`config.mk`:
```
export PLATFORM = sky130hd
export DESIGN_NAME = csc_top
export DESIGN_NICKNAME = d
export VERILOG_FILES = /design/src/csc_pkg.sv /design/src/csc_osc.sv /design/src/csc_mux.sv /design/src/csc_top.sv
export SDC_FILE = /design/constraint.sdc
export NUM_CORES = 1
export LEC_CHECK = 0
export ABC_AREA = 1
export CAP_MARGIN = 20
export CORE_ASPECT_RATIO = 0.5
export CORE_MARGIN = 4
export CORE_UTILIZATION = 55
export DETAILED_ROUTE_END_ITERATION = 6
export DONT_BUFFER_PORTS = 1
export GPL_ROUTABILITY_DRIVEN = 0
export PLACE_DENSITY = 0.83
export SLEW_MARGIN = 20
export SYNTH_ARGS = -nofsm -noshare
export SYNTH_HDL_FRONTEND = slang
export SYNTH_SLANG_ARGS = --single-unit
```
`constraint.sdc`:
```
create_clock -name sys_clk -period 1.54 [get_ports sys_clk]
set_input_delay 0.308 -clock sys_clk [delete_from_list [all_inputs] [get_ports sys_clk]]
set_output_delay 0.308 -clock sys_clk [all_outputs]
set_load 0.02 [all_outputs]
```
`src/csc_pkg.sv`:
```
// csc_pkg: register map, field positions, reset values and timing counts
// for the capacitive sensing control block; shared by all design files.
package csc_pkg;

  // register indices on the plain register port
  localparam logic [1:0] CSC_ADDR_CTRL0 = 2'h0;  // control register 0
  localparam logic [1:0] CSC_ADDR_CTRL1 = 2'h1;  // channel select register
  localparam logic [1:0] CSC_ADDR_STAT  = 2'h2;  // read-only live status

  // control register 0 field positions
  localparam int CSC_BIT_ENABLE = 7;
  localparam int CSC_BIT_RNG_HI = 3;
  localparam int CSC_BIT_RNG_LO = 2;
  localparam int CSC_BIT_DIR    = 1;
  localparam int CSC_BIT_T0_ROUTE = 0;

  // reset values
  localparam logic [7:0] CSC_CTRL0_RST = 8'h00;
  localparam logic [3:0] CSC_CHAN_RST  = 4'h0;

  // channel count and last legal channel code
  localparam int         CSC_NUM_CHAN  = 12;
  localparam logic [3:0] CSC_CHAN_LAST = 4'hB;

  // oscillator range encodings
  typedef enum logic [1:0] {
    CSC_RNG_OFF  = 2'h0,
    CSC_RNG_LOW  = 2'h1,
    CSC_RNG_MED  = 2'h2,
    CSC_RNG_HIGH = 2'h3
  } csc_range_t;

  // sys_clk period and half periods of the digital stand-in oscillator (ns)
  localparam int CSC_CLK_NS      = 100;
  localparam int CSC_HALF_LOW_NS = 3200;
  localparam int CSC_HALF_MED_NS = 800;
  localparam int CSC_HALF_HI_NS  = 200;
  localparam logic [5:0] CSC_HALF_LOW_CYC = 6'(CSC_HALF_LOW_NS / CSC_CLK_NS);
  localparam logic [5:0] CSC_HALF_MED_CYC = 6'(CSC_HALF_MED_NS / CSC_CLK_NS);
  localparam logic [5:0] CSC_HALF_HI_CYC  = 6'(CSC_HALF_HI_NS / CSC_CLK_NS);

endpackage : csc_pkg

```
`src/csc_osc.sv`:
```
// csc_osc: digital model of the sensing oscillator phase; toggles the
// source/sink direction every half period chosen by the range code.
// assumes a single sys_clk and active-low asynchronous reset.
`timescale 1ns/1ps
module csc_osc
  import csc_pkg::*;
(
  // clock and reset
  input  wire logic       sys_clk,
  input  wire logic       rst_b,
  // control
  input  wire logic       run,
  input  wire logic [1:0] range,
  // oscillator phase and rising-edge pulse
  output logic            dir,
  output logic            edge_pulse
);

  logic [5:0] cnt;       // half-period counter
  logic [5:0] next_cnt;
  logic       next_dir;
  logic [5:0] half;      // current half-period length

  // pick half period from the range code
  always_comb begin
    case (range)
      CSC_RNG_LOW:  half = CSC_HALF_LOW_CYC;
      CSC_RNG_MED:  half = CSC_HALF_MED_CYC;
      CSC_RNG_HIGH: half = CSC_HALF_HI_CYC;
      default:      half = CSC_HALF_HI_CYC;
    endcase
  end

  // stopped oscillator parks in the sinking phase with no edges
  always_comb begin
    next_cnt   = cnt;
    next_dir   = dir;
    edge_pulse = 1'b0;
    if (!run) begin
      next_cnt = 6'h00;
      next_dir = 1'b0;
    end else if (cnt + 6'h01 >= half) begin
      next_cnt   = 6'h00;
      next_dir   = ~dir;
      edge_pulse = ~dir;  // rising edge of the oscillator clock
    end else begin
      next_cnt = cnt + 6'h01;
    end
  end

  // register state
  always_ff @(posedge sys_clk or negedge rst_b) begin
    if (!rst_b) begin
      cnt <= 6'h00;
      dir <= 1'b0;
    end else begin
      cnt <= next_cnt;
      dir <= next_dir;
    end
  end

endmodule : csc_osc

```
`src/csc_mux.sv`:
```
// csc_mux: one-hot channel decoder that steers the oscillator onto a pad.
// assumes a single sys_clk and active-low asynchronous reset.
`timescale 1ns/1ps
module csc_mux
  import csc_pkg::*;
(
  // clock and reset
  input  wire logic                    sys_clk,
  input  wire logic                    rst_b,
  // selection
  input  wire logic                    enable,
  input  wire logic [3:0]              chan,
  // registered one-hot pad select
  output logic [CSC_NUM_CHAN-1:0]      pad_sel
);

  logic [CSC_NUM_CHAN-1:0] next_sel;

  // one decoder term per channel; reserved codes match none
  genvar g;
  generate
    for (g = 0; g < CSC_NUM_CHAN; g++) begin : g_dec
      always_comb begin
        next_sel[g] = enable && (chan == 4'(g));
      end
    end
  endgenerate

  // register the select so the pad never glitches
  always_ff @(posedge sys_clk or negedge rst_b) begin
    if (!rst_b) begin
      pad_sel <= '0;
    end else begin
      pad_sel <= next_sel;
    end
  end

endmodule : csc_mux

```
`src/csc_top.sv`:
```
// csc_top: control and status registers of the capacitive sensing block,
// with the oscillator phase model and the channel steering.
// assumes one 10 MHz sys_clk, active-low async rst_b, plain register port.
`timescale 1ns/1ps
module csc_top
  import csc_pkg::*;
(
  // clock and reset
  input  wire logic                   sys_clk,
  input  wire logic                   rst_b,
  // register port
  input  wire logic [1:0]             reg_addr,
  input  wire logic [7:0]             reg_wdata,
  input  wire logic                   reg_wr,
  input  wire logic                   reg_rd,
  output logic [7:0]                  reg_rdata,
  // timer0 clock selection from the timer block
  input  wire logic                   timer0_clock_source_select,
  // timer clocking, one-cycle enables
  output logic                        timer0_osc_tick,
  output logic                        osc_tick,
  // pad drive
  output logic [CSC_NUM_CHAN-1:0]     pad_sel,
  output logic                        pad_drive
);

  logic       sense_module_enable;       // control bit 7
  logic [1:0] osc_current_range;         // control bits 3:2
  logic       timer0_ext_clock_select;   // control bit 0
  logic [3:0] sense_channel_select;      // channel select register
  logic       next_enable;
  logic [1:0] next_range;
  logic       next_t0_route;
  logic [3:0] next_chan;
  logic [7:0] next_rdata;
  logic       osc_direction_status;      // live phase from the model
  logic       osc_edge;
  logic       osc_run;
  logic       next_t0_tick;
  logic       next_tick;
  logic       next_drive;

  // oscillator runs only when enabled with a nonzero range
  always_comb begin
    osc_run = sense_module_enable && (osc_current_range != CSC_RNG_OFF);
  end

  // register writes; unimplemented bits are simply not stored
  always_comb begin
    next_enable = sense_module_enable;
    next_range  = osc_current_range;
    next_t0_route = timer0_ext_clock_select;
    next_chan   = sense_channel_select;
    if (reg_wr) begin
      case (reg_addr)
        CSC_ADDR_CTRL0: begin
          next_enable = reg_wdata[CSC_BIT_ENABLE];
          next_range  = reg_wdata[CSC_BIT_RNG_HI:CSC_BIT_RNG_LO];
          next_t0_route = reg_wdata[CSC_BIT_T0_ROUTE];
        end
        CSC_ADDR_CTRL1: begin
          next_chan = reg_wdata[3:0];
        end
        default: begin
        end
      endcase
    end
  end

  // read data: registered, stands the cycle after the read strobe
  always_comb begin
    next_rdata = 8'h00;
    if (reg_rd) begin
      case (reg_addr)
        CSC_ADDR_CTRL0: begin
          // bits 6-4 stay zero
          next_rdata = {sense_module_enable, 3'h0, osc_current_range,
                        osc_direction_status, timer0_ext_clock_select};
        end
        CSC_ADDR_CTRL1: begin
          next_rdata = {4'h0, sense_channel_select};
        end
        CSC_ADDR_STAT: begin
          next_rdata = {6'h00, osc_run, osc_direction_status};
        end
        default: begin
          next_rdata = 8'h00;  // unmapped reads as zero
        end
      endcase
    end
  end

  // timer clock enables and pad drive
  always_comb begin
    next_tick    = osc_edge;
    next_t0_tick = osc_edge && timer0_ext_clock_select
                   && timer0_clock_source_select;
    // a reserved channel code selects no pad, so nothing may be driven then
    next_drive   = osc_run && osc_direction_status
                   && (sense_channel_select <= CSC_CHAN_LAST);
  end

  // register all state
  always_ff @(posedge sys_clk or negedge rst_b) begin
    if (!rst_b) begin
      sense_module_enable     <= CSC_CTRL0_RST[CSC_BIT_ENABLE];
      osc_current_range       <= CSC_CTRL0_RST[CSC_BIT_RNG_HI:CSC_BIT_RNG_LO];
      timer0_ext_clock_select <= CSC_CTRL0_RST[CSC_BIT_T0_ROUTE];
      sense_channel_select    <= CSC_CHAN_RST;
      reg_rdata               <= 8'h00;
      osc_tick                <= 1'b0;
      timer0_osc_tick         <= 1'b0;
      pad_drive               <= 1'b0;
    end else begin
      sense_module_enable     <= next_enable;
      osc_current_range       <= next_range;
      timer0_ext_clock_select <= next_t0_route;
      sense_channel_select    <= next_chan;
      reg_rdata               <= next_rdata;
      osc_tick                <= next_tick;
      timer0_osc_tick         <= next_t0_tick;
      pad_drive               <= next_drive;
    end
  end

  // oscillator phase model
  csc_osc u_osc (
    .sys_clk    (sys_clk),
    .rst_b      (rst_b),
    .run        (osc_run),
    .range      (osc_current_range),
    .dir        (osc_direction_status),
    .edge_pulse (osc_edge)
  );

  // channel steering, idle while disabled
  csc_mux u_mux (
    .sys_clk (sys_clk),
    .rst_b   (rst_b),
    .enable  (sense_module_enable),
    .chan    (sense_channel_select),
    .pad_sel (pad_sel)
  );

endmodule : csc_top

```
Word-level counts from Yosys, hierarchy flattened. Cells that the tools add are included.

Bits in latches: 0. Memories: 0. Input port bits: 15. RAM bits: 0. Word-level logic and storage cells: 62. Bits in registers: 38. ROM bits: 0.

$mul: 0. $lt $le $gt $ge: 2. Equal/unequal tests: 16. Reduce and logical (&&, ||, !) cells: 22. Divide/modulo/power cells: 0. Add/sub/neg operators: 1. Shifts and indexed selects: 0. Bitwise logic cells: 1. Mux-type cells: 9.

Operator list (number): $pmux W8 S3 (1); $logic_and A1 B1 Y1 (17); $eq A4 B3 Y1 const B (4); $eq A4 B4 Y1 const B (4); $mux W6 (2); $pmux W6 S2 (1); $eq A4 B2 Y1 const B (2); $mux W8 (1); $add A6 B1 Y6 const B (1); $ge A6 B6 Y1 (1); $eq A2 B1 Y1 const B (2); $eq A2 B2 Y1 const B (2); $eq A4 B1 Y1 const B (1); $le A4 B4 Y1 const B (1); $logic_not A4 Y1 (1); $mux W1 (4); $reduce_and A2 Y1 (2); $logic_not A2 Y1 (1); $ne A2 B1 Y1 const B (1); $reduce_bool A2 Y1 (1); $not A1 Y1 (1).

Logic depth before layout (Yosys ltp). Gate-level depths: netlist of the first run.

Word-level depth: 7. Depth in mapped cells: 12. Gate-level depth less buffers: 12.

Modules after synthesis. From an unflattened synthesis of the first run, not the netlist that was laid out.

Cells, all modules: 167. Area total of the unflattened synthesis: 1521.5 um^2.

By module, submodules not included: csc_top (instances 1, sequential area each 400.4 um^2, cells an instance 75, area each 671.9 um^2); csc_osc (instances 1, sequential area each 175.2 um^2, cells an instance 57, area each 459.2 um^2); csc_mux (instances 1, sequential area each 300.3 um^2, cells an instance 35, area each 390.4 um^2).

Worst setup path before layout of the first run. Ideal clock, no wire load.

Path kind: reg-to-reg. From: register osc_current_range[0]. To: register u_osc.dir. Setup time: 118 ps. Slack: -143 ps. Required time: 1422 ps. Arrival time: 1565 ps. Cell stages (with the launch flop): 13. Path through: dfrtp_1 inv_1 ha_1 inv_1 ha_1 a21boi_0 nand2_1 nand2_1 nand2_1 nand2_2 nand2_1 nand2_1 nand2_1.

Word-level cells in the longest chain between the ends: 4. Elaborated cells on any way between the ends: 8. Classes of those cells: order compare (1); eq/ne (3); mux (2); reduce/logical (2).

RTL lines: from (decl) (line csc_top.sv:28) `logic [1:0] osc_current_range;`; from (signal assigned) (line csc_top.sv:107) `osc_current_range <= CSC_CTRL0_RST[CSC_BIT_RNG_HI:CSC_BIT_RNG_LO];`; from (signal assigned) (line csc_top.sv:116) `osc_current_range <= next_range;`; $eq A2 B2 Y1 or $eq A2 B1 Y1 (tied branches) (line csc_osc.sv:26) `case (range)`; $pmux W6 S2 (line csc_osc.sv:26); $ge A6 B6 Y1 (line csc_osc.sv:42) `end else if (cnt + 6'h01 >= half) begin`; $ne A2 B1 Y1 (no source line); to (signal assigned) (line csc_osc.sv:58) `dir <= next_dir;`; to (decl) (line csc_osc.sv:15) `output logic dir,`.

Parallel ways exist; a longest one is shown, timed or not. A chain may end at the register's enable or synchronous reset.

Worst setup path in the final report of the first run.
From: register u_osc.cnt[1]. To: register osc_tick.

Word-level cells in the longest chain between the ends: 4.

RTL lines: from (decl) (line csc_osc.sv:19) `logic [5:0] cnt;`; from (signal assigned) (line csc_osc.sv:57) `cnt <= next_cnt;`; $add A6 B1 Y6 (line csc_osc.sv:42); $ge A6 B6 Y1 (line csc_osc.sv:42); $mux W1 (line csc_osc.sv:42); $mux W1 (line csc_osc.sv:39) `if (!run) begin`; net next_tick (line csc_top.sv:40) `logic next_tick;`; to (signal assigned) (line csc_top.sv:120) `osc_tick <= next_tick;`; to (decl) (line csc_top.sv:21) `output logic osc_tick,`.

The timed path passes the listed nets, and every way through them passes these cells.

==> results.sh, run 1 <==
export IMPL_pre_cts_ws_ns=-0.229
export IMPL_worstSetupStartpointType="register"
export IMPL_vias=1124
export IMPL_synthTopCellsByArea="dfrtp_1 58%, nand2_1 9.2%, inv_1 6.8%, ha_1 5.8%, nor2_1 5.8%"
export IMPL_start_util_pct=57.7
export IMPL_viasPerCell=5.16
export IMPL_fin_crit_ns=1.72
export IMPL_synth_seq_cells=35
export IMPL_hpwl_mm=2.10
export IMPL_num_fill_cells=170
export IMPL_critPathCaptureType="register"
export IMPL_io_pins=38
export IMPL_violations="setup timing"
export IMPL_slew_viol_final=0
export IMPL_area_growth_pct=21.0
export IMPL_cp_top_family="simple AND/OR/NAND/NOR gates"
export IMPL_dieArea_sq_um=3680
export IMPL_finalSetupViolations=9
export IMPL_power_total_mw=2.63
export IMPL_cap_violations=0
export IMPL_hold_viol=0
export IMPL_min_path_type="in2reg"
export IMPL_ant_nets=0
export IMPL_wire_per_inst_um=15.6
export IMPL_cts_root_buf="clkbuf_8"
export IMPL_crit_path_cell_trace="nand3_1 > xor2_2 > inv_1 > ha_1 > nand2_1 > nand2_1 > nand2_2 > nand2_2 > nand2_4 > inv_1"
export IMPL_synth_top_area_share_pct=58.3
export IMPL_wl_mm=3.40
export IMPL_cts_num_sinks=35
export IMPL_crit_fanout=3
export IMPL_row_count=13
export IMPL_cts_tree="done"
export IMPL_htree_levels=2
export IMPL_n_antenna_cell=0
export IMPL_yosysWarnings=0
export IMPL_grt_overflow_total=0
export IMPL_nNetsFinal=202
export IMPL_async_flop_share_pct=100
export IMPL_synth_distinct_cells=19
export IMPL_numPortBuffers=0
export IMPL_yosys_most_used_dff="dfrtp_1"
export IMPL_final_layout_size_suffix_gt1_share_pct=21.0
export IMPL_synth_most_common_cell="nand2_1"
export IMPL_grt_pass1_wl_mm=5.10
export IMPL_grt_pass1_vias=1097
export IMPL_critPathArrivalTime_ns=1.90
export IMPL_final_core_util_pct=69.8
export IMPL_clock_skew_ns=0.00369
export IMPL_antenna_found_initial=0
export IMPL_worstSkewPairLatency_ns=0.29
export IMPL_syn_area_per_cell_sq_um=9.21
export IMPL_slowest_stage="dfrtp_1"
export IMPL_path_buf_inv=2
export IMPL_worst_setup_path_type="reg2reg"
export IMPL_rsz0062_at_grt="true"
export IMPL_vdd_drop_max_v=0.000841
export IMPL_critPathMaxStageDelay_ns=0.39
export IMPL_max_freq_ghz=0.580
export IMPL_clk_pin_slew_ns=0.07
export IMPL_period_share_pct=112
export IMPL_powerDensity_nw_per_um2=1450
export IMPL_drt_initial_drc_count=57
export IMPL_drt_first_pass_iters=4
export IMPL_dieWidth_um=81.9
export IMPL_syn_inst=163
export IMPL_cts_path_max_buffers=2
export IMPL_fin_setup_tns_ns=-1.38
export IMPL_status="finished, violations left"
export IMPL_core_area_sq_um=2600
export IMPL_synth_edff_count=0
export IMPL_drc=0
export IMPL_yosysTopAreaCell="dfrtp_1"
export IMPL_netlist_area_sq_um=1500
export IMPL_worst_hold_slack_ns=0.0882
export IMPL_die_h_um=44.9
export IMPL_grtUsageTotal_pct=19.9
export IMPL_fin_ws_ns=-0.183
export IMPL_cts_buffers=5
export IMPL_synth_common_cells="37 x nand2_1, 35 x dfrtp_1, 27 x inv_1"
export IMPL_cp_required_ns=1.72
export IMPL_grt_start_max_net_pins=36
export IMPL_cellLeakagePower_nw=0.940
export IMPL_seq_area_frac_synth_pct=58.3
==> cell usage in the layout (no fill, tap or decap), types with 6 or more instances in the layout <==
cell	instances
clkbuf_8	6
dfrtp_1	35
o21ai_0	6
nand3_1	6
buf_4	9
nand2_1	34
nor2_2	8
inv_1	25
nor2_1	18
==> area by class of cell <==
type / count / area [sq um] / share of cell area [%]
multi-input cells: 100 / 578 / 31.8
well taps: 37 / 46.3 / 2.55
repair buffers: 11 / 97.6 / 5.37
clock buffers: 6 / 82.6 / 4.55
flip-flops and latches: 35 / 876 / 48.2
clock inverters: 2 / 35.0 / 1.93
inverters: 27 / 101 / 5.58
==> registers in the layout, indices dropped and copies added (netlist names) <==
register,flops
osc_current_range,2
osc_tick,1
pad_drive,1
reg_rdata,5
sense_channel_select,4
sense_module_enable,1
timer0_ext_clock_select,1
timer0_osc_tick,1
u_mux.pad_sel,12
u_osc.cnt,6
u_osc.dir,1
==> power breakdown <==
part	total (mW)	leakage (nW)	switching (mW)	internal, mW
sequential	1.18	0.467	0.149	1.03
clock	0.842	0.0612	0.318	0.523
combinational	0.615	0.412	0.366	0.250
total	2.63	0.940	0.833	1.80
==> per-layer routing <==
layer	part of all wire, %	global-route usage, %	vias up
li1	-	-	524
met1	40	23.2	546
met2	50	30.7	36
met3	6.2	8.37	18
met4	4.1	13.2	0
met5	0	0	-
==> through the flow <==
stage          instance area (sq um)  cells
2_1_floorplan                   1510    165
3_3_place_gp                    1590    206
3_5_place_dp                    1590    206
4_1_cts                         1770    217
5_1_grt                         1820    218
6_report                        1820    218
==> worst paths after layout <==
path / startpoint / to / slack (ns) / cells after the start
setup / recovery: u_osc.cnt[1]$_DFF_PN0_ / osc_tick$_DFF_PN0_ / -0.18 / 10
hold reg to reg: timer0_ext_clock_select$_DFFE_PN0P_ / timer0_ext_clock_select$_DFFE_PN0P_ / 0.56 / 2
min in group asynchronous: rst_b / u_osc.cnt[3]$_DFF_PN0_ / 0.47 / 2
hold / removal: reg_addr[0] / reg_rdata[7]$_DFF_PN0_ / 0.09 / 1
max in group asynchronous: rst_b / sense_channel_select[3]$_DFFE_PN0P_ / 0.90 / 2
setup reg to reg: u_osc.cnt[1]$_DFF_PN0_ / osc_tick$_DFF_PN0_ / -0.18 / 10
==> repair_timing <==
| action | 4_1_cts | 5_1_grt |
|---|---|---|
| setup buffers | 1 | 1 |
| hold buffers | 2 | 0 |
| hold endpoints to repair | 35 | 0 |
| endpoints found under the setup margin | 9 | 9 |
| cloned | 0 | 0 |
| pin swaps | 4 | 4 |
| resized for setup | 7 | 9 |
==> logic make-up (layout without fill, tap and decap cells) <==
logic type                 after synthesis  after routing  share of synthesized area [%]
and+or+nand+nor                         75             75                           21.6
DFF                                     35             35                           58.3
buffers and inverters                   30             46                           8.25
AOI/OAI and AO/OA                       13             13                           4.58
adders and majority gates                7              7                           5.83
xor gates and xnor gates                 2              2                           1.17
other                                    1              3                          0.250
(Power assumes the default switching activity.)
==> run 2, diff against run 1 <==
--- a/config.mk
+++ b/config.mk
@@ -13,7 +13,7 @@
 export DETAILED_ROUTE_END_ITERATION = 6
 export DONT_BUFFER_PORTS = 1
 export GPL_ROUTABILITY_DRIVEN = 0
-export PLACE_DENSITY = 0.83
+export PLACE_DENSITY = 0.8
 export SLEW_MARGIN = 20
 export SYNTH_ARGS = -nofsm -noshare
 export SYNTH_HDL_FRONTEND = slang
==> constraint.sdc (replaced) <==
create_clock -name sys_clk -period 1.7 [get_ports sys_clk]
set_input_delay 0.34 -clock sys_clk [delete_from_list [all_inputs] [get_ports sys_clk]]
set_output_delay 0.34 -clock sys_clk [all_outputs]
set_load 0.02 [all_outputs]
==> results.sh, run 2 (synthesis results as in run 1) <==
export IMPL_status="finished, violations left"
export IMPL_violations="setup timing"
export IMPL_dieArea_sq_um=3680
export IMPL_final_cells=222
export IMPL_grt_overflow_total=0
export IMPL_finalSetupViolations=3
export IMPL_hpwl_mm=2.13
export IMPL_most_common_layout_cells="35 x nand2_1, 35 x dfrtp_1, 23 x inv_1"
export IMPL_critPathCaptureType="register"
export IMPL_cellLeakagePower_nw=0.936
export IMPL_min_path_type="in2reg"
export IMPL_power_frac_clock_pct=25.7
export IMPL_crit_path_cell_trace="buf_6 > nand3_4 > nand3b_1 > xor2_2 > ha_1 > nand2_2 > nand3_4 > nor2_2"
export IMPL_cap_violations=0
export IMPL_crit_fanout=6
export IMPL_p_sw_share_pct=32.8
export IMPL_cts_path_max_buffers=2
export IMPL_row_count=13
export IMPL_numPortBuffers=0
export IMPL_ant_nets=0
export IMPL_period_share_pct=102
export IMPL_n_antenna_cell=0
export IMPL_start_util_pct=57.7
export IMPL_pwr_share_comb_pct=25.8
export IMPL_worstSetupStartpointType="register"
export IMPL_antenna_found_initial=0
export IMPL_internal_power_mw=1.48
export IMPL_drt_initial_drc_count=37
export IMPL_core_area_sq_um=2600
export IMPL_area_growth_pct=23.2
export IMPL_grt_pass1_vias=1051
export IMPL_clock_skew_ns=0.00704
export IMPL_slowest_stage="dfrtp_1"
export IMPL_dp_cells=204
export IMPL_hold_viol=0
export IMPL_cts_num_sinks=35
export IMPL_vdd_drop_max_v=0.000641
export IMPL_cts_tree="done"
export IMPL_grt_pass1_wl_mm=4.76
export IMPL_crit_top_cell="nand3_4"
export IMPL_die_h_um=44.9
export IMPL_cts_root_buf="clkbuf_8"
export IMPL_fin_crit_ns=1.73
export IMPL_cp_required_ns=1.90
export IMPL_power_frac_seq_pct=48.5
export IMPL_critPathArrivalTime_ns=1.93
export IMPL_powerDensity_nw_per_um2=1190
export IMPL_htree_levels=2
export IMPL_final_layout_size_suffix_gt1_share_pct=23.8
export IMPL_dieWidth_um=81.9
export IMPL_worst_setup_path_type="reg2reg"
export IMPL_fin_ws_ns=-0.0286
export IMPL_worstSkewPairLatency_ns=0.28
export IMPL_drc=0
export IMPL_largest_reg_flops=12
export IMPL_rsz0062_at_grt="true"
export IMPL_clk_pin_slew_ns=0.06
export IMPL_top_regs="u_mux.pad_sel (12), u_osc.cnt (6), reg_rdata (5)"
export IMPL_io_pins=38
export IMPL_slew_viol_final=0
export IMPL_vias=1072
export IMPL_drt_first_pass_iters=4
export IMPL_viasPerCell=4.83
export IMPL_grt_start_max_net_pins=36
export IMPL_wire_per_inst_um=13.4
export IMPL_nNetsFinal=206
export IMPL_net_switching_power_uw=720
export IMPL_cts_buffers=5
export IMPL_critPathMaxStageDelay_ns=0.38
export IMPL_final_core_util_pct=71.1
export IMPL_max_freq_ghz=0.579
export IMPL_regMostFlops="u_mux.pad_sel"
export IMPL_grtUsageTotal_pct=18.4
export IMPL_wl_mm=2.98
-- run 2: power by group through the flow --
stage / Combinational, mW / Sequential [mW] / Clock, mW
floorplan: 0.260 / 1.06 / 0
finish: 0.567 / 1.06 / 0.564
detailed placement: 0.357 / 1.07 / 0
global placement: 0.342 / 1.07 / 0
CTS: 0.468 / 1.06 / 0.579
global route: 0.637 / 1.08 / 0.621
-- run 2: repair_timing --
| action | in CTS | in global routing |
|---|---|---|
| hold buffers | 2 | 0 |
| setup endpoints to repair | 9 | 9 |
| hold endpoints to repair | 35 | 0 |
| gates resized for setup | 9 | 16 |
| pin swaps | 9 | 6 |
| gates cloned | 0 | 0 |
| setup buffers | 4 | 4 |
-- run 2: per-stage QoR --
stage | hold slack, ns | total power [mW] | setup WS, ns | setup TNS (ns) | area [sq um]
after global routing | 0.119 | 2.34 | -0.128 | -0.927 | 1850
after global placement | 0.0456 | 1.41 | -0.0244 | -0.0358 | 1570
after CTS | 0.116 | 2.11 | 0.00513 | 0 | 1750
final | 0.128 | 2.20 | -0.0286 | -0.0406 | 1850
after floorplan | 0.0444 | 1.32 | 0.0170 | 0 | 1510
after detailed placement | 0.0450 | 1.43 | -0.0901 | -0.315 | 1570
-- run 2: area by class of cell --
cell class | instances | area [sq um]
repair buffers | 15 | 139
flip-flops and latches | 35 | 876
fillers | 199 | 753
well taps | 37 | 46.3
multi-input cells | 100 | 602
clock inverters | 2 | 12.5
clock buffers | 6 | 72.6
inverters | 27 | 101
-- run 2: per-layer routing --
| layer | vias up | global-route usage, % | part of all wire [%] | routed length (um) |
|---|---|---|---|---|
| met4 | 0 | 5.96 | 1.4 | 43 |
| met2 | 27 | 31.1 | 53 | 1570 |
| met3 | 4 | 8.96 | 6.0 | 178 |
| met5 | - | 0 | 0 | 0 |
| met1 | 509 | 20.8 | 40 | 1190 |
| li1 | 532 | - | - | - |
-- run 2: critical path: cells and delay by family (launching register included) --
family,cells,cell delay [ns]
buffers and inverters,1,0.11
DFF,1,0.38
and+or+nand+nor,5,0.71
adders and majority gates,1,0.29
xor gates and xnor gates,1,0.18
-- run 2: worst paths after layout --
check,startpoint,endpoint,slack [ns],cells after the start
max,u_osc.cnt[1]$_DFF_PN0_,u_osc.cnt[1]$_DFF_PN0_,-0.03,8
min,reg_addr[0],reg_rdata[7]$_DFF_PN0_,0.13,1
max reg2reg,u_osc.cnt[1]$_DFF_PN0_,u_osc.cnt[1]$_DFF_PN0_,-0.03,8
min reg2reg,sense_channel_select[3]$_DFFE_PN0P_,pad_drive$_DFF_PN0_,0.52,1
max in group asynchronous,rst_b,osc_tick$_DFF_PN0_,1.01,2
min in group asynchronous,rst_b,u_osc.cnt[4]$_DFF_PN0_,0.51,2
